### config.mk
export PLATFORM = sky130hd
export DESIGN_NAME = svs_io_safety
export DESIGN_NICKNAME = d
export VERILOG_FILES = /design/src/svs_pkg.sv /design/src/svs_sync.sv /design/src/svs_io_safety.sv
export VERILOG_INCLUDE_DIRS = /design/src /design/src/src
export SDC_FILE = /design/constraint.sdc
export NUM_CORES = 1
export LEC_CHECK = 0
export ABC_AREA = 1
export BUFFER_PORTS_ARGS = -buffer_cell sky130_fd_sc_hd__buf_2
export CAP_MARGIN = 20
export CORE_ASPECT_RATIO = 1.75
export CORE_MARGIN = 1.5
export CORE_UTILIZATION = 40
export CTS_BUF_LIST = sky130_fd_sc_hd__clkbuf_8
export CTS_CLUSTER_SIZE = 16
export DETAILED_ROUTE_END_ITERATION = 10
export HOLD_SLACK_MARGIN = 0.08
export SETUP_SLACK_MARGIN = 0.3
export SYNTH_ARGS = -nofsm -noshare
export SYNTH_HDL_FRONTEND = slang
export SYNTH_HIERARCHICAL = 1
export SYNTH_SLANG_ARGS = --single-unit
### constraint.sdc
create_clock -name clk_sys_i -period 2 [get_ports clk_sys_i]
set_input_delay 0.1 -clock clk_sys_i [delete_from_list [all_inputs] [get_ports clk_sys_i]]
set_output_delay 0.1 -clock clk_sys_i [all_outputs]
set_load 0.02 [all_outputs]
### src/svs_map.svh
/*
  Register offsets, field positions, reset values and allocation codes of the
  sequence I/O and safety gate block.
  Assumes it is included by bare name wherever these constants are used.
*/
`ifndef SVS_MAP_SVH
`define SVS_MAP_SVH

// Register byte addresses
`define SVS_ADDR_CTRL 8'h00
`define SVS_ADDR_IN_ALLOC 8'h04
`define SVS_ADDR_OUT_ALLOC 8'h08
`define SVS_ADDR_STATUS 8'h0c
`define SVS_ADDR_IRQ_STAT 8'h10
`define SVS_ADDR_IRQ_MASK 8'h14

// Control register
`define SVS_CTRL_SERVO_ON_BIT 0
`define SVS_CTRL_RST 1'h0

// Input allocation: one 4-bit code per function
`define SVS_IN_CODE_W 4
`define SVS_IN_FN_N 6
`define SVS_IN_PIN_N 7
`define SVS_CODE_ALWAYS_ON 4'h7
`define SVS_CODE_ALWAYS_OFF 4'h8
`define SVS_CODE_INV_BASE 4'h9
`define SVS_IN_ALLOC_RST 24'h654321

// Output allocation: 2-bit code per function, brake in bits [1:0]
`define SVS_OUT_CODE_W 2
`define SVS_OUT_BRAKE_RST 2'h1

// Status register fields
`define SVS_STS_PIN_LSB 0
`define SVS_STS_FN_LSB 8
`define SVS_STS_SAFE_LSB 16
`define SVS_STS_BB_BIT 18
`define SVS_STS_MON_BIT 19
`define SVS_STS_FAULT_BIT 20
`define SVS_STS_CUR_BIT 21

// Interrupt sources
`define SVS_IRQ_W 4
`define SVS_IRQ_FAULT 0
`define SVS_IRQ_FWD 1
`define SVS_IRQ_REV 2
`define SVS_IRQ_BB 3
`define SVS_IRQ_MASK_RST 4'h0

`endif

### src/svs_pkg.sv
/*
  Types of the sequence I/O and safety gate block.
  Assumes svs_map.svh is compiled alongside for the numeric constants.
*/
package svs_pkg;

  typedef logic [3:0] svs_in_code_t;

  // Output pin selected by an output allocation code
  typedef enum logic [1:0] {
    SVS_OUT_NONE,
    SVS_OUT_PIN1,
    SVS_OUT_PIN2,
    SVS_OUT_PIN3
  } svs_out_sel_t;

endpackage

### src/svs_sync.sv
/*
  Two-stage synchroniser for a vector of slow external levels.
  Assumes the levels change far slower than clk_sys_i; no bus coherency kept.
*/
`timescale 1ns/1ps
module svs_sync #(
  parameter int W = 1
) (
  // Clock and reset
  input wire logic clk_sys_i,
  input wire logic rst_b_i,
  // Levels
  input wire logic [W-1:0] async_i,
  output logic [W-1:0] sync_o
);

  logic [W-1:0] meta_q;
  logic [W-1:0] sync_q;

  // First stage feeds the second stage only
  always_ff @(posedge clk_sys_i) begin
    if (!rst_b_i) begin
      meta_q <= '0;
      sync_q <= '0;
    end else begin
      meta_q <= async_i;
      sync_q <= meta_q;
    end
  end

  assign sync_o = sync_q;

endmodule

### src/svs_io_safety.sv
/*
  Sequence input/output allocation and hard-wired safety gate of a linear
  servo drive, with a small register port and one interrupt line.
  Assumes inputs are levels from the connector, the drive core supplies its
  fault flag, brake request and output functions synchronously to clk_sys_i.
*/
`timescale 1ns/1ps
`include "svs_map.svh"

// Summary of operation
// - Any detected fault turns fault output off
// - Brake output on releases, off holds brake
// - Brake pin reassignable to first general output
// - Travel limit input stops motion that direction
// - Either safety input off forces base block
// - Monitor on: both safety off, base block
// - Input function allocation set by configuration
// - Outputs two, three carry only assigned functions
// - Shared input pin drives all assigned functions
// - Codes 7, 8 force constant on, off
module svs_io_safety #(
  parameter int N_OUT_FN = 8
) (
  // Clock and reset
  input wire logic clk_sys_i,
  input wire logic rst_b_i,
  // Connector sequence inputs
  input wire logic option_gp_input_0_i,
  input wire logic fwd_travel_limit_in_i,
  input wire logic rev_travel_limit_in_i,
  input wire logic option_input_3_i,
  input wire logic option_input_4_i,
  input wire logic option_input_5_i,
  input wire logic option_input_6_i,
  // Safety inputs, high means current permitted
  input wire logic safety_stop_in_1_i,
  input wire logic safety_stop_in_2_i,
  // Drive core
  input wire logic fault_detect_i,
  input wire logic brake_release_req_i,
  input wire logic [N_OUT_FN-1:0] out_fn_i,
  output logic fwd_stop_o,
  output logic rev_stop_o,
  output logic [3:0] opt_fn_o,
  output logic opt_gp0_o,
  output logic base_block_o,
  output logic motor_current_en_o,
  // Connector outputs
  output logic fault_out_o,
  output logic brake_release_out_o,
  output logic gp_output_2_o,
  output logic gp_output_3_o,
  output logic safe_state_monitor_out_o,
  // Register port
  input wire logic [7:0] addr_i,
  input wire logic [31:0] wdata_i,
  input wire logic wr_i,
  input wire logic rd_i,
  output logic [31:0] rdata_o,
  // Interrupt
  output logic irq_o
);

  localparam int NF = N_OUT_FN + 1;
  localparam int CW = `SVS_IN_CODE_W;
  localparam int OW = `SVS_OUT_CODE_W;

  logic [`SVS_IN_PIN_N-1:0] pin_raw;
  logic [`SVS_IN_PIN_N-1:0] pin_s;
  logic [1:0] safe_s;
  logic [`SVS_IN_FN_N-1:0] fn_lvl;
  logic [NF-1:0] out_src;
  logic [2:0] pin_lvl;

  logic ctrl_q;
  logic [`SVS_IN_FN_N*CW-1:0] in_alloc_q;
  logic [NF*OW-1:0] out_alloc_q;
  logic [`SVS_IRQ_W-1:0] irq_sts_q;
  logic [`SVS_IRQ_W-1:0] irq_sts_d;
  logic [`SVS_IRQ_W-1:0] irq_mask_q;
  logic [`SVS_IRQ_W-1:0] irq_ev;
  logic [31:0] rdata_q;
  logic [31:0] status_w;

  logic fwd_stop_q;
  logic rev_stop_q;
  logic [3:0] opt_fn_q;
  logic opt_gp0_q;
  logic bb_q;
  logic cur_en_q;
  logic fault_out_q;
  logic fault_prev_q;
  logic mon_q;
  logic [2:0] pin_out_q;

  // Input level for one allocation code
  function automatic logic fn_level(input logic [CW-1:0] code,
                                    input logic [`SVS_IN_PIN_N-1:0] pins);
    logic lvl;
    lvl = 1'b0;
    if (code < `SVS_CODE_ALWAYS_ON) begin
      lvl = pins[code[2:0]];
    end else if (code == `SVS_CODE_ALWAYS_ON) begin
      lvl = 1'b1;
    end else if (code == `SVS_CODE_ALWAYS_OFF) begin
      lvl = 1'b0;
    end else begin
      lvl = ~pins[3'(code - `SVS_CODE_INV_BASE)];
    end
    return lvl;
  endfunction

  // OR of every output function allocated to one pin
  function automatic logic pin_drive(input logic [NF*OW-1:0] alloc,
                                     input logic [NF-1:0] src,
                                     input svs_pkg::svs_out_sel_t sel);
    logic lvl;
    lvl = 1'b0;
    for (int k = 0; k < NF; k++) begin
      if (alloc[k*OW +: OW] == sel) begin
        lvl = lvl | src[k];
      end
    end
    return lvl;
  endfunction

  // Pin order is the allocation code order: code 0 is the general input
  assign pin_raw = {option_input_6_i, option_input_5_i, option_input_4_i,
                    option_input_3_i, rev_travel_limit_in_i,
                    fwd_travel_limit_in_i, option_gp_input_0_i};

  svs_sync #(.W(`SVS_IN_PIN_N + 2)) u_sync (
    .clk_sys_i(clk_sys_i),
    .rst_b_i(rst_b_i),
    .async_i({safety_stop_in_2_i, safety_stop_in_1_i, pin_raw}),
    .sync_o({safe_s, pin_s})
  );

  // Each function reads its own code, so a shared pin reaches all of them
  genvar gf;
  generate
    for (gf = 0; gf < `SVS_IN_FN_N; gf++) begin : g_in_fn
      assign fn_lvl[gf] = fn_level(in_alloc_q[gf*CW +: CW], pin_s);
    end
  endgenerate

  assign out_src = {out_fn_i, brake_release_req_i};

  genvar gp;
  generate
    for (gp = 0; gp < 3; gp++) begin : g_out_pin
      assign pin_lvl[gp] = pin_drive(out_alloc_q, out_src,
                                     svs_pkg::svs_out_sel_t'(gp + 1));
    end
  endgenerate

  // Register writes
  always_ff @(posedge clk_sys_i) begin
    if (!rst_b_i) begin
      ctrl_q <= `SVS_CTRL_RST;
      in_alloc_q <= `SVS_IN_ALLOC_RST;
      out_alloc_q <= {{(NF-1)*OW{1'b0}}, `SVS_OUT_BRAKE_RST};
      irq_mask_q <= `SVS_IRQ_MASK_RST;
    end else if (wr_i) begin
      case (addr_i)
        `SVS_ADDR_CTRL: ctrl_q <= wdata_i[`SVS_CTRL_SERVO_ON_BIT];
        `SVS_ADDR_IN_ALLOC: in_alloc_q <= wdata_i[`SVS_IN_FN_N*CW-1:0];
        `SVS_ADDR_OUT_ALLOC: out_alloc_q <= wdata_i[NF*OW-1:0];
        `SVS_ADDR_IRQ_MASK: irq_mask_q <= wdata_i[`SVS_IRQ_W-1:0];
        default: ;
      endcase
    end
  end

  // Travel limits and option functions
  always_ff @(posedge clk_sys_i) begin
    if (!rst_b_i) begin
      fwd_stop_q <= 1'b0;
      rev_stop_q <= 1'b0;
      opt_fn_q <= 4'h0;
      opt_gp0_q <= 1'b0;
    end else begin
      fwd_stop_q <= fn_lvl[0];
      rev_stop_q <= fn_lvl[1];
      opt_fn_q <= fn_lvl[5:2];
      opt_gp0_q <= pin_s[0];
    end
  end

  // Safety gate; base block held in reset so current never flows early
  always_ff @(posedge clk_sys_i) begin
    if (!rst_b_i) begin
      bb_q <= 1'b1;
      mon_q <= 1'b0;
      cur_en_q <= 1'b0;
    end else begin
      bb_q <= ~(safe_s[0] & safe_s[1]);
      mon_q <= bb_q & ~safe_s[0] & ~safe_s[1];
      // Both synced channels must be on; a single stopped channel removes current
      cur_en_q <= ctrl_q & ~bb_q & safe_s[0] & safe_s[1] & fault_out_q;
    end
  end

  // Fault and general outputs; fault shows active while reset is held
  always_ff @(posedge clk_sys_i) begin
    if (!rst_b_i) begin
      fault_out_q <= 1'b0;
      fault_prev_q <= 1'b0;
      pin_out_q <= 3'h0;
    end else begin
      fault_out_q <= ~fault_detect_i;
      fault_prev_q <= fault_detect_i;
      pin_out_q <= pin_lvl;
    end
  end

  // Interrupt events; a new event wins over a clear in the same cycle
  assign irq_ev[`SVS_IRQ_FAULT] = fault_detect_i & ~fault_prev_q;
  assign irq_ev[`SVS_IRQ_FWD] = fn_lvl[0] & ~fwd_stop_q;
  assign irq_ev[`SVS_IRQ_REV] = fn_lvl[1] & ~rev_stop_q;
  assign irq_ev[`SVS_IRQ_BB] = ~(safe_s[0] & safe_s[1]) & ~bb_q;

  always_comb begin
    irq_sts_d = irq_sts_q;
    if (wr_i && addr_i == `SVS_ADDR_IRQ_STAT) begin
      irq_sts_d = irq_sts_d & ~wdata_i[`SVS_IRQ_W-1:0];
    end
    irq_sts_d = irq_sts_d | irq_ev;
  end

  always_ff @(posedge clk_sys_i) begin
    if (!rst_b_i) begin
      irq_sts_q <= '0;
    end else begin
      irq_sts_q <= irq_sts_d;
    end
  end

  // Status view of the block's own state
  always_comb begin
    status_w = 32'h0;
    status_w[`SVS_STS_PIN_LSB +: `SVS_IN_PIN_N] = pin_s;
    status_w[`SVS_STS_FN_LSB +: `SVS_IN_FN_N] = fn_lvl;
    status_w[`SVS_STS_SAFE_LSB +: 2] = safe_s;
    status_w[`SVS_STS_BB_BIT] = bb_q;
    status_w[`SVS_STS_MON_BIT] = mon_q;
    status_w[`SVS_STS_FAULT_BIT] = fault_out_q;
    status_w[`SVS_STS_CUR_BIT] = cur_en_q;
  end

  // Read data stand only in the cycle after the strobe
  always_ff @(posedge clk_sys_i) begin
    if (!rst_b_i) begin
      rdata_q <= 32'h0;
    end else if (rd_i) begin
      case (addr_i)
        `SVS_ADDR_CTRL: rdata_q <= {31'h0, ctrl_q};
        `SVS_ADDR_IN_ALLOC: rdata_q <= {{(32-`SVS_IN_FN_N*CW){1'b0}}, in_alloc_q};
        `SVS_ADDR_OUT_ALLOC: rdata_q <= {{(32-NF*OW){1'b0}}, out_alloc_q};
        `SVS_ADDR_STATUS: rdata_q <= status_w;
        `SVS_ADDR_IRQ_STAT: rdata_q <= {{(32-`SVS_IRQ_W){1'b0}}, irq_sts_q};
        `SVS_ADDR_IRQ_MASK: rdata_q <= {{(32-`SVS_IRQ_W){1'b0}}, irq_mask_q};
        default: rdata_q <= 32'h0;
      endcase
    end else begin
      rdata_q <= 32'h0;
    end
  end

  assign fwd_stop_o = fwd_stop_q;
  assign rev_stop_o = rev_stop_q;
  assign opt_fn_o = opt_fn_q;
  assign opt_gp0_o = opt_gp0_q;
  assign base_block_o = bb_q;
  assign motor_current_en_o = cur_en_q;
  assign fault_out_o = fault_out_q;
  assign brake_release_out_o = pin_out_q[0];
  assign gp_output_2_o = pin_out_q[1];
  assign gp_output_3_o = pin_out_q[2];
  assign safe_state_monitor_out_o = mon_q;
  assign rdata_o = rdata_q;
  assign irq_o = |(irq_sts_q & irq_mask_q);
endmodule

==> flow_summary.json <==
{
  "cp-startpoint": "in_alloc_q[4]$_SDFFE_PN0P_",
  "synth-seq-cells": 108,
  "grt_pass1_vias": 5343,
  "drtAntennaViolNets": 0,
  "ioPinCount": 110,
  "dp_hpwl_um": 12600,
  "synth_edf_count": 0,
  "outcome": "complete, no violations",
  "htreeDepth": 3,
  "crit_buf_inv": 2,
  "worstPathRequired_ns": 2.32,
  "first_pass_iters": 6,
  "cp_slowest_stage_delay_ns": 0.34,
  "hold_path_depth": 3,
  "critPathArrivalTime_ns": 1.90,
  "postRouteWirelength_um": 17300,
  "fmax_mhz": 630,
  "area_growth_pct": 23.8,
  "crit_chain": "inv_2 -> ha_4 -> inv_1 -> nand2_1 -> nand3_1 -> nor2_1 -> nor2_1 -> nand2_1 -> nand2_1 -> nand2_1 -> a21oi_1",
  "hold_path_class": "primary input to flip-flop",
  "die_area_mm2": 0.0146,
  "r2r_start": "in_alloc_q[4]$_SDFFE_PN0P_",
  "final_nets": 1031,
  "cpLargestDelayFamily": "simple AND/OR/NAND/NOR gates",
  "worstHoldEndpoint": "pin_out_q[2]$_SDFF_PN0_",
  "drt-initial-drc-count": 333,
  "leakage_nw": 3.29,
  "total_power_mw": 3.87,
  "ys_types": 36,
  "regToRegEndpoint": "irq_sts_q[2]$_SDFF_PN0_",
  "path_common_cell": "nand2_1",
  "final_area_mm2": 0.00685,
  "fin_worst_skew_ns": 0.0139,
  "period_share": 0.794,
  "worst_pin_slew_ns": 0.705,
  "tns_ns": 0,
  "clock_latency_ns": 0.38,
  "cts.sinks": 108,
  "core_area_mm2": 0.0135,
  "post_route_cells_drive_above_1_share": 0.179,
  "synth.largest_area_cell": "dfxtp_1",
  "rsz0062_at_grt": "true",
  "dpl-instance-area_mm2": 0.00620,
  "clock_path_buffers": 2,
  "cts_tree": "done",
  "syn_area_mm2": 0.00554,
  "vias_per_cell": 5.02,
  "startpoint_type": "flip-flop",
  "fin_crit_ns": 1.59,
  "worstPathMaxFanout": 11,
  "critPathCaptureType": "flip-flop",
  "initial_core_util": 0.411,
  "synthCells": 808,
  "grt_overflow": 0,
  "cap_viol_max_count": 0,
  "synth.most_common_cell": "nand2_1",
  "die_y_um": 159,
  "ir_drop_mv": 0.325,
  "avgRoutedWirePerCell_um": 15.3,
  "critPathKind": "flip-flop to flip-flop",
  "yosys_most_used_dff": "dfxtp_1",
  "setup_viol": 0,
  "portBuffers": 93,
  "place_congestion": 0.970,
  "clk_pin_slew_worst_paths_ns": 0.11,
  "crit_slowest_cell": "dfxtp_2",
  "synth_top_area_share": 0.391,
  "drv_slew": 0,
  "drc_errors": 0,
  "grt_max_degree": 36,
  "reg2reg_depth": 11,
  "worstHoldStart": "brake_release_req_i",
  "grt_usage": 0.243,
  "numCtsBuffers": 9,
  "grt_pass1_wl_um": 27000,
  "hold_viol_final": 0,
  "cts_root_buffer": "clkbuf_8",
  "diodes": 0,
  "antenna_found_initial": 0,
  "via_count": 5671,
  "maxSlewHeadroom": 0.529,
  "netlist_top_cells_area": "dfxtp_1 (39%), nand2_1 (16%), nand3_1 (8.2%)",
  "yosysWarnings": 6,
  "synth_commonest_cells": "nand2_1 (242), dfxtp_1 (108), inv_1 (100)",
  "async_flop_share": 0,
  "avgSynthCellArea_um2": 6.85,
  "p_per_area_mw_per_mm2": 564,
  "yosysSeqAreaShare": 0.391,
  "postLayoutCoreUtil": 0.509,
  "rows": 56,
  "regToRegSetupSlack_ns": 0.41,
  "die_w_um": 91.9
}
-- layout by cell type (no fill, tap or decap), types with 6 or more instances in the layout --
cell type / n
dfxtp_2: 6
o211ai_1: 16
buf_4: 24
dlygate4sd3_1: 38
nand3_1: 91
o21ai_0: 33
conb_1: 8
clkbuf_8: 9
a21oi_1: 53
inv_1: 98
buf_2: 93
o21ai_1: 14
nand2_1: 242
o22ai_1: 7
inv_2: 8
dfxtp_1: 101
nor2_1: 49
ha_1: 14
-- where the power goes --
group / internal [mW] / switching (mW)
Combinational: 0.150 / 0.222
Clock: 0.476 / 0.817
Sequential: 2.18 / 0.0184
Total: 2.81 / 1.06
-- per-stage QoR --
| stage | hold slack [ns] | instances | setup WS, ns |
|---|---|---|---|
| finish | 0.0908 | 1129 | 0.412 |
| global route | 0.114 | 1129 | 0.270 |
| CTS | 0.0825 | 1127 | 0.313 |
| detailed placement | 0.283 | 1073 | 0.343 |
| global placement | 0.283 | 1073 | 0.372 |
| floorplan | 0.172 | 815 | 0.338 |
-- flip-flops by register name, summed over array words and instances (netlist names) --
signal,cells
base_block_o,1
ctrl_q,1
fault_out_o,1
fault_prev_q,1
fwd_stop_o,1
in_alloc_q,24
irq_mask_q,4
irq_sts_q,4
motor_current_en_o,1
opt_fn_o,4
opt_gp0_o,1
out_alloc_q,18
pin_out_q,3
rdata_o,24
rev_stop_o,1
safe_state_monitor_out_o,1
u_sync/meta_q,9
u_sync/sync_o,9
-- worst min-delay path, delay by kind of cell --
kind | cells | cell delay [ns]
buffers and inverters | 1 | 0.11
AOI/OAI and AO/OA | 1 | 0.11
and+or+nand+nor | 1 | 0.07
-- logic make-up after synthesis --
family	count (synthesis)	synth area share
and+or+nand+nor	407	0.319
buffers and inverters	144	0.119
other	1	0.000677
adders and majority gates	18	0.0407
AOI/OAI and AO/OA	130	0.130
DFF	108	0.391
-- how the worst max path moves through the flow --
stage / end / slack, ns / cells after the start
4_1_cts: rdata_o[11]$_SDFF_PN0_ / 0.31 / 11
6_report: irq_sts_q[2]$_SDFF_PN0_ / 0.41 / 11
3_5_place_dp: rdata_o[11]$_SDFF_PN0_ / 0.34 / 11
3_3_place_gp: rdata_o[11]$_SDFF_PN0_ / 0.37 / 11
5_1_grt: rdata_o[11]$_SDFF_PN0_ / 0.27 / 11
2_1_floorplan: rdata_o[11]$_SDFF_PN0_ / 0.34 / 11
-- layout make-up --
class	count	area, µm²
Timing Repair Buffer	157	1070
Clock buffer	9	124
Multi-Input combinational cell	563	2790
Clock inverter	7	60.1
Sequential cell	108	2170
Inverter	111	420
Fill cell	1461	6600
Tap cell	174	218
-- timing repair --
action,4_1_cts,5_1_grt
setup buffers,0,2
endpoints found under the setup margin,0,11
hold buffers,38,0
endpoints found under the hold margin,57,0
resized for setup,0,15
-- routing by layer --
layer / vias to the layer above / GRT usage / routed length, µm
li1: 2856 / - / -
met1: 2548 / 0.270 / 6750
met2: 220 / 0.438 / 8700
met3: 47 / 0.0353 / 914
met4: 0 / 0.141 / 911
met5: - / 0 / 0
No activity file was read; power rests on OpenSTA's default activity.
